==> config.mk <==
export PLATFORM = sky130hd
export DESIGN_NAME = radio_modem_config_registers
export DESIGN_NICKNAME = d
export VERILOG_FILES = /design/src/include/modem_cfg_pkg.sv /design/src/core/radio_modem_config_registers.sv /design/src/core/mant_exp_scale.sv /design/src/core/preamble_decode.sv
export VERILOG_INCLUDE_DIRS = /design/src /design/src/include
export SDC_FILE = /design/constraint.sdc
export NUM_CORES = 1
export LEC_CHECK = 0
export BUFFER_PORTS_ARGS = -buffer_cell sky130_fd_sc_hd__buf_4
export CORE_MARGIN = 1.5
export CORE_UTILIZATION = 57
export CTS_CLUSTER_SIZE = 8
export DETAILED_ROUTE_END_ITERATION = 7
export MAX_ROUTING_LAYER = met4
export PLACE_DENSITY = 0.82
export SLEW_MARGIN = 20
export SYNTH_ARGS = -nofsm -noshare
export SYNTH_HDL_FRONTEND = slang
export SYNTH_HIERARCHICAL = 1
export SYNTH_SLANG_ARGS = --single-unit
==> constraint.sdc <==
create_clock -name clock -period 9.25 [get_ports clock]
set_clock_uncertainty 0.05 [all_clocks]
set_input_delay 1.85 -clock clock [delete_from_list [all_inputs] [get_ports clock]]
set_output_delay 1.85 -clock clock [all_outputs]
set_load 0.03 [all_outputs]
==> src/include/modem_cfg_defines.svh <==
// offsets, field positions and reset values of the modem configuration registers
`ifndef MODEM_CFG_DEFINES_SVH
`define MODEM_CFG_DEFINES_SVH

// ==========================================================
// register indices (byte address is four times the index)
`define CFG_HIGH_IDX      16'hdf0f
`define CFG_LOW_IDX       16'hdf10
`define CFG_DEV_IDX       16'hdf11

// ==========================================================
// field positions
`define ERROR_CORRECTION_ENABLE_BIT        7
`define PREAMBLE_MSB      6
`define PREAMBLE_LSB      4
`define SPC_EXP_MSB       1
`define SPC_EXP_LSB       0
`define DEV_EXP_MSB       6
`define DEV_EXP_LSB       4
`define DEV_MANT_MSB      2
`define DEV_MANT_LSB      0

// ==========================================================
// writable bit masks and reset values
`define CFG_HIGH_MASK     8'hf3
`define CFG_DEV_MASK      8'h77
`define CFG_HIGH_RESET    8'h22
`define CFG_LOW_RESET     8'hf8
`define CFG_DEV_RESET     8'h47

`endif

==> src/include/modem_cfg_pkg.sv <==
// types shared by the modem configuration register bank
package modem_cfg_pkg;

	// ==========================================================
	// datapath inputs from the modem
	typedef struct packed {
		logic        tx_active;
		logic        msk_mode;
		logic        tx_symbol;
		logic [7:0]  channel_number;
		logic [25:0] base_frequency;
	} modem_in_type;

	// ==========================================================
	// settings handed to the modem datapath
	typedef struct packed {
		logic        error_correction_enable;
		logic [4:0]  preamble_bytes;
		logic [11:0] channel_spacing;
		logic [10:0] frequency_deviation;
		logic [25:0] carrier_word;
		logic [10:0] rx_expected_deviation;
		logic [3:0]  msk_phase_eighths;
		logic        msk_phase_up;
	} modem_out_type;

	// ==========================================================
	// whole state of the register bank
	typedef struct packed {
		logic [7:0]    modem_config_high;
		logic [7:0]    modem_config_low;
		logic [7:0]    frequency_deviation_setting;
		logic          waitrequest;
		logic [7:0]    readdata;
		modem_out_type dp;
	} bank_state_type;

endpackage : modem_cfg_pkg

==> src/core/radio_modem_config_registers.sv <==
// modem configuration registers on an avalon-mm slave with derived modem settings
`timescale 1ns/1ps
`include "modem_cfg_defines.svh"

module radio_modem_config_registers
	import modem_cfg_pkg::*;
(
	input  wire logic        clock,
	input  wire logic        sys_rst,
	input  wire logic [17:0] address,
	input  wire logic        read,
	input  wire logic        write,
	input  wire logic [31:0] writedata,
	input  wire logic [3:0]  byteenable,
	output logic      [31:0] readdata,
	output logic             waitrequest,
	input  wire modem_in_type  dp_in,
	output modem_out_type      dp_out
);

	// ==========================================================
	// state and decode
	bank_state_type st_reg;
	bank_state_type st_next;
	bank_state_type st_reset;

	logic        hit_high;
	logic        hit_low;
	logic        hit_dev;
	logic        request;
	logic        accept_write;
	logic [7:0]  read_mux;
	logic [11:0] spacing;
	logic [10:0] deviation;
	logic [4:0]  preamble;
	logic [19:0] channel_offset;
	logic [25:0] plain_word;
	logic [25:0] shift_word;

	assign hit_high = address == {`CFG_HIGH_IDX, 2'b00};
	assign hit_low  = address == {`CFG_LOW_IDX, 2'b00};
	assign hit_dev  = address == {`CFG_DEV_IDX, 2'b00};
	assign request  = read | write;
	assign accept_write = write & ~st_reg.waitrequest & byteenable[0];

	// ==========================================================
	// arithmetic helpers
	mant_exp_scale #(
		.MW (8),
		.EW (2),
		.OW (12)
	) u_spacing (
		.mantissa (st_reg.modem_config_low),
		.exponent (st_reg.modem_config_high[`SPC_EXP_MSB:`SPC_EXP_LSB]),
		.scaled   (spacing)
	);

	mant_exp_scale #(
		.MW (3),
		.EW (3),
		.OW (11)
	) u_deviation (
		.mantissa (st_reg.frequency_deviation_setting[`DEV_MANT_MSB:`DEV_MANT_LSB]),
		.exponent (st_reg.frequency_deviation_setting[`DEV_EXP_MSB:`DEV_EXP_LSB]),
		.scaled   (deviation)
	);

	preamble_decode u_preamble (
		.code  (st_reg.modem_config_high[`PREAMBLE_MSB:`PREAMBLE_LSB]),
		.bytes (preamble)
	);

	// spacing times channel, added to base, all in fref/2^18 steps
	assign channel_offset = 20'(spacing * dp_in.channel_number);
	assign plain_word = 26'(dp_in.base_frequency + 26'(channel_offset));
	// deviation is in fref/2^17 steps, so it doubles in the carrier's units
	assign shift_word = 26'({deviation, 1'b0});

	// ==========================================================
	// reset image
	always_comb begin
		st_reset = '0;
		st_reset.modem_config_high = `CFG_HIGH_RESET;
		st_reset.modem_config_low = `CFG_LOW_RESET;
		st_reset.frequency_deviation_setting = `CFG_DEV_RESET;
		st_reset.waitrequest = 1'b1;
	end

	// ==========================================================
	// read multiplexer
	always_comb begin
		read_mux = 8'h00;
		if (hit_high) begin
			read_mux = st_reg.modem_config_high & `CFG_HIGH_MASK;
		end else if (hit_low) begin
			read_mux = st_reg.modem_config_low;
		end else if (hit_dev) begin
			read_mux = st_reg.frequency_deviation_setting & `CFG_DEV_MASK;
		end
	end

	// ==========================================================
	// next state
	always_comb begin
		st_next = st_reg;

		// one wait cycle, then the answer for one cycle
		st_next.waitrequest = ~(request & st_reg.waitrequest);
		if (request && st_reg.waitrequest) begin
			st_next.readdata = read ? read_mux : 8'h00;
		end

		if (accept_write && hit_high) begin
			st_next.modem_config_high = writedata[7:0] & `CFG_HIGH_MASK;
		end
		if (accept_write && hit_low) begin
			st_next.modem_config_low = writedata[7:0];
		end
		if (accept_write && hit_dev) begin
			st_next.frequency_deviation_setting = writedata[7:0] & `CFG_DEV_MASK;
		end

		// settings for the datapath
		st_next.dp.error_correction_enable =
			st_reg.modem_config_high[`ERROR_CORRECTION_ENABLE_BIT];
		st_next.dp.preamble_bytes = preamble;
		st_next.dp.channel_spacing = spacing;
		st_next.dp.frequency_deviation = deviation;
		st_next.dp.carrier_word = plain_word;
		st_next.dp.rx_expected_deviation = 11'h000;
		st_next.dp.msk_phase_eighths = 4'h0;
		st_next.dp.msk_phase_up = 1'b0;

		if (dp_in.tx_active && !dp_in.msk_mode) begin
			// fsk transmit: one goes up, zero goes down
			st_next.dp.carrier_word = dp_in.tx_symbol ?
				26'(plain_word + shift_word) :
				26'(plain_word - shift_word);
		end else if (dp_in.tx_active) begin
			st_next.dp.msk_phase_eighths = 4'({1'b0,
				st_reg.frequency_deviation_setting[`DEV_MANT_MSB:`DEV_MANT_LSB]} + 4'h1);
			st_next.dp.msk_phase_up = ~dp_in.tx_symbol;
		end else if (!dp_in.msk_mode) begin
			st_next.dp.rx_expected_deviation = deviation;
		end
		// msk receive leaves the expected deviation at zero
	end

	// ==========================================================
	// state register
	always_ff @(posedge clock) begin
		if (sys_rst) begin
			st_reg <= st_reset;
		end else begin
			st_reg <= st_next;
		end
	end

	assign readdata    = {24'h000000, st_reg.readdata};
	assign waitrequest = st_reg.waitrequest;
	assign dp_out      = st_reg.dp;
endmodule : radio_modem_config_registers

==> src/core/mant_exp_scale.sv <==
// mantissa with implied leading one, shifted left by an exponent
`timescale 1ns/1ps
module mant_exp_scale #(
	parameter int MW = 8,
	parameter int EW = 2,
	parameter int OW = 12
) (
	input  wire logic [MW-1:0] mantissa,
	input  wire logic [EW-1:0] exponent,
	output logic      [OW-1:0] scaled
);
	logic [OW-1:0] base_value;

	assign base_value = OW'({1'b1, mantissa});
	assign scaled     = base_value << exponent;
endmodule : mant_exp_scale

==> src/core/preamble_decode.sv <==
// preamble length code to minimum number of preamble bytes
`timescale 1ns/1ps
module preamble_decode (
	input  wire logic [2:0] code,
	output logic      [4:0] bytes
);
	always_comb begin
		case (code)
			3'h0:    bytes = 5'h02;
			3'h1:    bytes = 5'h03;
			3'h2:    bytes = 5'h04;
			3'h3:    bytes = 5'h06;
			3'h4:    bytes = 5'h08;
			3'h5:    bytes = 5'h0c;
			3'h6:    bytes = 5'h10;
			3'h7:    bytes = 5'h18;
			default: bytes = 5'h02;
		endcase
	end
endmodule : preamble_decode

==> metrics.csv, run 1 <==
metric,value,unit
status,"finished, final reports clean",
Post-Route WL,22430,µm
Compound-Gate Fraction of Synth Area,0.1371,
clock sinks,100,
input/output buffers,147,
multiplexer share of the synthesized area,0.02515,
antenna fix cells,0,
Syn Area/Cell,8.460,µm²
synth warn,6,
overall power,2.876,mW
"Async S/R FF share, synth",0,
DR iter-0 viols,503,
global route overflow,0,
P per Cell Area,264.9,nW/µm²
first-pass GRT wire length,36130,µm
crit share post-route,0.8647,
vias in the first global route,7475,
Relative slew margins,0.3522,
Pre-Repair DR Iteration Count,5,
Worst-Skew Late Latency,360,ps
Synth Cell Area,10000,µm²
via count,7814,
setup bufs post-CTS,0,
Startpoint Class,flip-flop,
Final GP Congestion,0.9124,
Post-Synth Simple-Gate Area,0.2003,
top-level I/O count,199,
maximum clock frequency,0.1250,GHz
Final nets,1472,
worst-path maximum fanout,14,
utilization after layout,0.6299,
Post-CTS Resized,0,
hold-fix buffers at CTS,0,
type of element capturing the critical path,flip-flop,
largest family of logic cells by synthesized area,adder cells,
"Setup violations, final",0,
DP Cell Count,1438,
layout cells sized above 1,0.1660,
core region area,17240,µm²
top_reg_cell synth,dfxtp_1,
synth-to-layout area growth,8.571,%
Routed wire per std cell,15.43,µm
final std cells w/o fill,1454,
cell area after layout,10860,µm²
total CTS buffers,9,
Worst Max-Slew Pin Slew,944.7,ps
Remaining DRCs,0,
row count,48,
Max Cap Violations,0,
RSZ-0062 raised after global routing,no,
clk buf depth,2,
initial antenna violation count,0,
Synth Area in XOR/XNOR,0.03504,
Worst VDD drop,0.2781,mV
Largest register FFs,71,
CTS tree,built,
Syn Inst Count,1182,
chip height,135.5,µm
Yosys cell types,80,
most numerous cell on the critical path,fa_1,
Post-DP HPWL,17830,µm
peak per-stage delay on the critical path,760,ps
Pleak,5.338,nW
vias per std cell,5.374,
"CTS clk-pin slew, worst paths",70,ps
number of synthesized register bits,100,
post-placement setup slack,947.9,ps
Worst EP required,9450,ps
register area share after synthesis,0.2002,
hold_ws,421.7,ps
die width,135.5,µm
All-Layer GR Usage,0.2573,
Setup TNS,0,ps
kind of critical path,reg2reg,
largest net degree at the start of global routing,88,
"Buf+Inv Stages, Crit Path",3,
Pins Over Slew Limit,0,
Post-Synth Adder-Cell Area,0.2508,
H-tree depth,3,
Post-DRT Antenna Nets,0,
Die ar.,18350,µm²
Final min period,7998,ps
worst min path class,reg2reg,
final setup margin,1252,ps
Clock Root Buffer,clkbuf_16,
Placement Cell Area,10540,µm²
number of synthesized flops with an enable pin,0,
Final Hold Fails,0,
arrival time at the worst endpoint,8190,ps
slowest cell on the critical path,mux2i_1,
"delay-heaviest family, CP",compound AO/OA/AOI/OAI gates,
Starting Density,0.5801,
synth_stat cells, types with 3 or more instances:
library cell | number | area (µm²)
xor2_1 | 18 | 157.7
mux2i_1 | 24 | 240.2
nand4_1 | 5 | 31.28
o21a_1 | 12 | 90.09
dfxtp_1 | 100 | 2002
nand3b_1 | 4 | 30.03
a22o_1 | 4 | 35.03
a21oi_2 | 3 | 26.28
clkbuf_1 | 27 | 101.4
nor2_1 | 93 | 349.1
o21ai_1 | 10 | 50.05
a31oi_1 | 7 | 43.79
inv_1 | 147 | 551.8
a21oi_1 | 61 | 305.3
o22ai_1 | 3 | 18.77
and2_1 | 72 | 450.4
buf_2 | 4 | 20.02
ha_1 | 74 | 925.9
nor4_1 | 4 | 25.02
nand4b_1 | 3 | 26.28
a211o_1 | 14 | 122.6
o211ai_1 | 4 | 30.03
o21ai_0 | 12 | 60.06
o21bai_1 | 3 | 22.52
nor2b_1 | 39 | 244.0
and3_1 | 14 | 87.58
a21o_1 | 11 | 82.58
buf_4 | 106 | 795.8
nor3_1 | 15 | 75.07
buf_6 | 3 | 33.78
nand2b_1 | 15 | 93.84
nand2_1 | 78 | 292.8
nand3_1 | 13 | 65.06
a222oi_1 | 5 | 50.05
a211oi_1 | 14 | 105.1
a211oi_2 | 3 | 37.54
fa_1 | 79 | 1582
xnor2_1 | 22 | 192.7
metal layers:
metal / track usage / wire (µm) / vias up
li1: - / - / 3833
met5: - / 0 / -
met1: 0.3209 / 10000 / 3720
met2: 0.4255 / 10800 / 227
met4: 0.08363 / 507 / 0
met3: 0.04415 / 1127 / 34
tightest hold or removal path: stages, from the launching register on:
cell and delay (ps):
dfxtp_1 320, nand2_1 50, a21oi_1 50
worst paths after layout:
| check | from | endpoint | slack [ps] | depth (start not counted) |
|---|---|---|---|---|
| max | st_reg[96]$_SDFFE_PP0P_ | dp_out[40]$_SDFF_PP0_ | 1250 | 29 |
| min | readdata[2]$_SDFFE_PP0P_ | readdata[2]$_SDFFE_PP0P_ | 420 | 2 |
| max reg2reg | st_reg[96]$_SDFFE_PP0P_ | dp_out[40]$_SDFF_PP0_ | 1250 | 29 |
| min reg2reg | readdata[2]$_SDFFE_PP0P_ | readdata[2]$_SDFFE_PP0P_ | 420 | 2 |
power breakdown:
group / leakage (nW) / switching [mW] / internal [mW]
sequential: 0.818 / 0.0114 / 0.468
combinational: 4.37 / 1.17 / 0.835
clock: 0.153 / 0.178 / 0.217
total: 5.34 / 1.36 / 1.52
placed cells by master (no fill, tap or decap), types with 5 or more instances in the layout:
| cell type | n |
|---|---|
| a211o_1 | 14 |
| o21ai_1 | 10 |
| a211oi_1 | 14 |
| fa_1 | 79 |
| nand2b_1 | 14 |
| a31oi_1 | 7 |
| clkbuf_16 | 9 |
| nor3_1 | 15 |
| a21oi_1 | 61 |
| and2_1 | 72 |
| ha_1 | 74 |
| mux2i_1 | 24 |
| inv_1 | 147 |
| xor2_1 | 18 |
| nand2_1 | 78 |
| dfxtp_1 | 100 |
| conb_1 | 24 |
| nor2_1 | 93 |
| a222oi_1 | 5 |
| buf_4 | 150 |
| nand4_1 | 5 |
| and3_1 | 14 |
| xnor2_1 | 22 |
| o21ai_0 | 12 |
| a21o_1 | 11 |
| o21a_1 | 12 |
| nand3_1 | 13 |
| nor2b_1 | 39 |
kinds of logic (layout without fill, tap and decap cells):
group	after synthesis	in the layout
AND/OR/NAND/NOR	380	380
buffers and inverters	289	313
AO/OA/AOI/OAI	194	194
adder cells (fa/ha/maj)	153	153
flip-flops	100	100
XOR/XNOR	40	40
multiplexers	25	25
other	1	24
area by class of cell:
| type | instances | area, µm² |
|---|---|---|
| Multi-Input combinational cell | 816 | 6576 |
| Fill cell | 1429 | 6380 |
| Sequential cell | 100 | 2002 |
| Timing Repair Buffer | 150 | 1126 |
| Inverter | 147 | 551.8 |
| Tap cell | 225 | 281.5 |
| Clock buffer | 9 | 225.2 |
| Clock inverter | 7 | 93.84 |
(Power assumes the default switching activity.)
==> inputs of run 2 (changes only) <==
--- a/config.mk
+++ b/config.mk
@@ -7,6 +7,7 @@
 export NUM_CORES = 1
 export LEC_CHECK = 0
 export BUFFER_PORTS_ARGS = -buffer_cell sky130_fd_sc_hd__buf_4
+export CORE_ASPECT_RATIO = 1.5
 export CORE_MARGIN = 1.5
 export CORE_UTILIZATION = 57
 export CTS_CLUSTER_SIZE = 8
==> run 2 against run 1 <==
Against the previous run: combinational power about the same; core utilization decreased by 0.27 points; die area about the same; worst setup slack got worse by 20 ps; clock power about the same; final area decreased by 0.21%; register-to-register slack about the same; largest power group unchanged.
==> metrics.csv, run 2 (synthesis results as in run 1) <==
metric,value,unit,change
Startpoint Class,primary input,,
"commonest non-fill, non-tap cell in the layout",buf_4,,
kind of critical path,in2reg,,
via count,7857,,+0.55%
clk buf depth,2,,unchanged
Post-CTS Resized,0,,unchanged
Post-DRT Antenna Nets,0,,unchanged
Worst Max-Slew Pin Slew,916.4,ps,-28.30 ps
fill cell count,1507,,+5.5%
HP Start,readdata[2]$_SDFFE_PP0P_,,
core region area,17270,µm²,+0.22%
Sequential cell area,2002,µm²,unchanged
Post-Route WL,22010,µm,-1.9%
Worst VDD drop,0.2232,mV,-20%
clock sinks,100,,unchanged
CTS tree,built,,
Worst-Skew Late Latency,360,ps,about the same
largest net degree at the start of global routing,88,,unchanged
status,"finished, final reports clean",,
vias in the first global route,7789,,+4.2%
global route overflow,0,,unchanged
type of element capturing the critical path,flip-flop,,
Relative slew margins,0.3891,,+0.03689
crit share post-route,0.8669,,+0.002192
Remaining DRCs,0,,unchanged
Max Cap Violations,0,,unchanged
layout cells sized above 1,0.1652,,-0.0008137
Pleak,5.337,nW,about the same
RSZ-0062 raised after global routing,no,,
H-tree depth,3,,unchanged
first-pass GRT wire length,35880,µm,-0.69%
Die ar.,18360,µm²,about the same
Final Hold Fails,0,,unchanged
row count,59,,+23%
hold-fix buffers at CTS,0,,unchanged
antenna fix cells,0,,unchanged
Worst EP required,9440,ps,about the same
Starting Density,0.5789,,-0.001261
vias per std cell,5.449,,+1.4%
overall power,2.886,mW,+0.33%
Final nets,1472,,unchanged
"Setup violations, final",0,,unchanged
"CTS clk-pin slew, worst paths",90,ps,+20 ps
DR iter-0 viols,338,,-33%
Pre-Repair DR Iteration Count,5,,unchanged
input/output buffers,147,,unchanged
Critical R2R Launch,st_reg[96]$_SDFFE_PP0P_,,
footprint of the multi-input gates,6574,µm²,about the same
Setup crit start,dp_in[27],,
top-level I/O count,199,,unchanged
Final GP Congestion,0.9062,,-0.68%
worst-path maximum fanout,12,,-2
Pins Over Slew Limit,0,,unchanged
die width,111.1,µm,-18%
initial antenna violation count,0,,unchanged
total CTS buffers,9,,unchanged
most frequent cells in the layout,"buf_4, inv_1, dfxtp_1",,
P per Cell Area,266.4,nW/µm²,+0.54%
maximum clock frequency,0.1247,GHz,-0.25%
arrival time at the worst endpoint,8210,ps,+20 ps
Routed wire per std cell,15.26,µm,-1.1%
Final min period,8018,ps,+20.28 ps
chip height,165.2,µm,+22%
setup bufs post-CTS,0,,unchanged
All-Layer GR Usage,0.2459,,-0.01145
Clock Root Buffer,clkbuf_16,,
Setup TNS,0,ps,unchanged
Largest register FFs,71,,unchanged
synth-to-layout area growth,8.345,%,
Post-DP HPWL,17600,µm,-1.3%
worst min path class,reg2reg,,
==> run 2: cell types whose count changed in the layout (fill, tap and decap cells not counted), sizes merged <==
cell,before,now
clkinv,2,3
clkinvlp,1,0
bufinv,1,0
inv,150,151
==> run 2: routing by layer <==
metal  vias to the layer above  share of wire  global-route usage
met5                         -              0                   -
met4                         0          0.039              0.1145
met3                        67          0.043             0.02883
met2                       252           0.53              0.4545
met1                      3703           0.39              0.2642
li1                       3835              -                   -
==> run 2: cell type report <==
cell class,instances,share of cell area
clock buffers,9,0.02079
repair buffers,150,0.1039
flip-flops and latches,100,0.1848
inverters,147,0.05093
clock inverters,7,0.008200
multi-input cells,816,0.6068
well taps,213,0.02460
==> run 2: stage by stage <==
step,worst slack (ps),hold slack (ps),cells,instance area (µm²),util
after floorplan,1412,386.7,1205,10090,-
final,1232,438.3,1442,10830,0.6272
after global routing,832.2,469.1,1442,10830,0.6272
after global placement,1021,409.9,1426,10520,0.6090
after CTS,1268,438.1,1442,10830,0.6272
after detailed placement,893.9,414.2,1426,10520,0.6090
==> run 2: critical path: stages <==
cell       delay, ps
buf_4            160
nand2_1           90
fa_1             530
inv_1             50
fa_1             450
ha_1             290
inv_1             50
fa_1             530
inv_1             70
fa_1             480
a211oi_1         310
o21ai_1          200
nand2b_1         120
nand2b_1          60
a21oi_1          240
o21bai_1          90
a21oi_1          180
xnor2_1          200
ha_1             360
a21o_1           220
a211o_1          330
a211oi_2         270
o31ai_4          140
a21oi_2          230
a211oi_2         120
o21ai_2          160
a2111oi_2         90
a221o_1          320
==> run 2: final timing paths <==
path | end | slack, ps | cells after the start
hold reg to reg | readdata[2]$_SDFFE_PP0P_ | 440 | 2
hold / removal | readdata[2]$_SDFFE_PP0P_ | 440 | 2
setup reg to reg | dp_out[40]$_SDFF_PP0_ | 1240 | 29
setup / recovery | dp_out[40]$_SDFF_PP0_ | 1230 | 28
==> run 2: power by group <==
group / internal, mW / switching [mW]
Combinational: 0.831 / 1.18
Clock: 0.196 / 0.200
Sequential: 0.468 / 0.0122
Total: 1.50 / 1.39
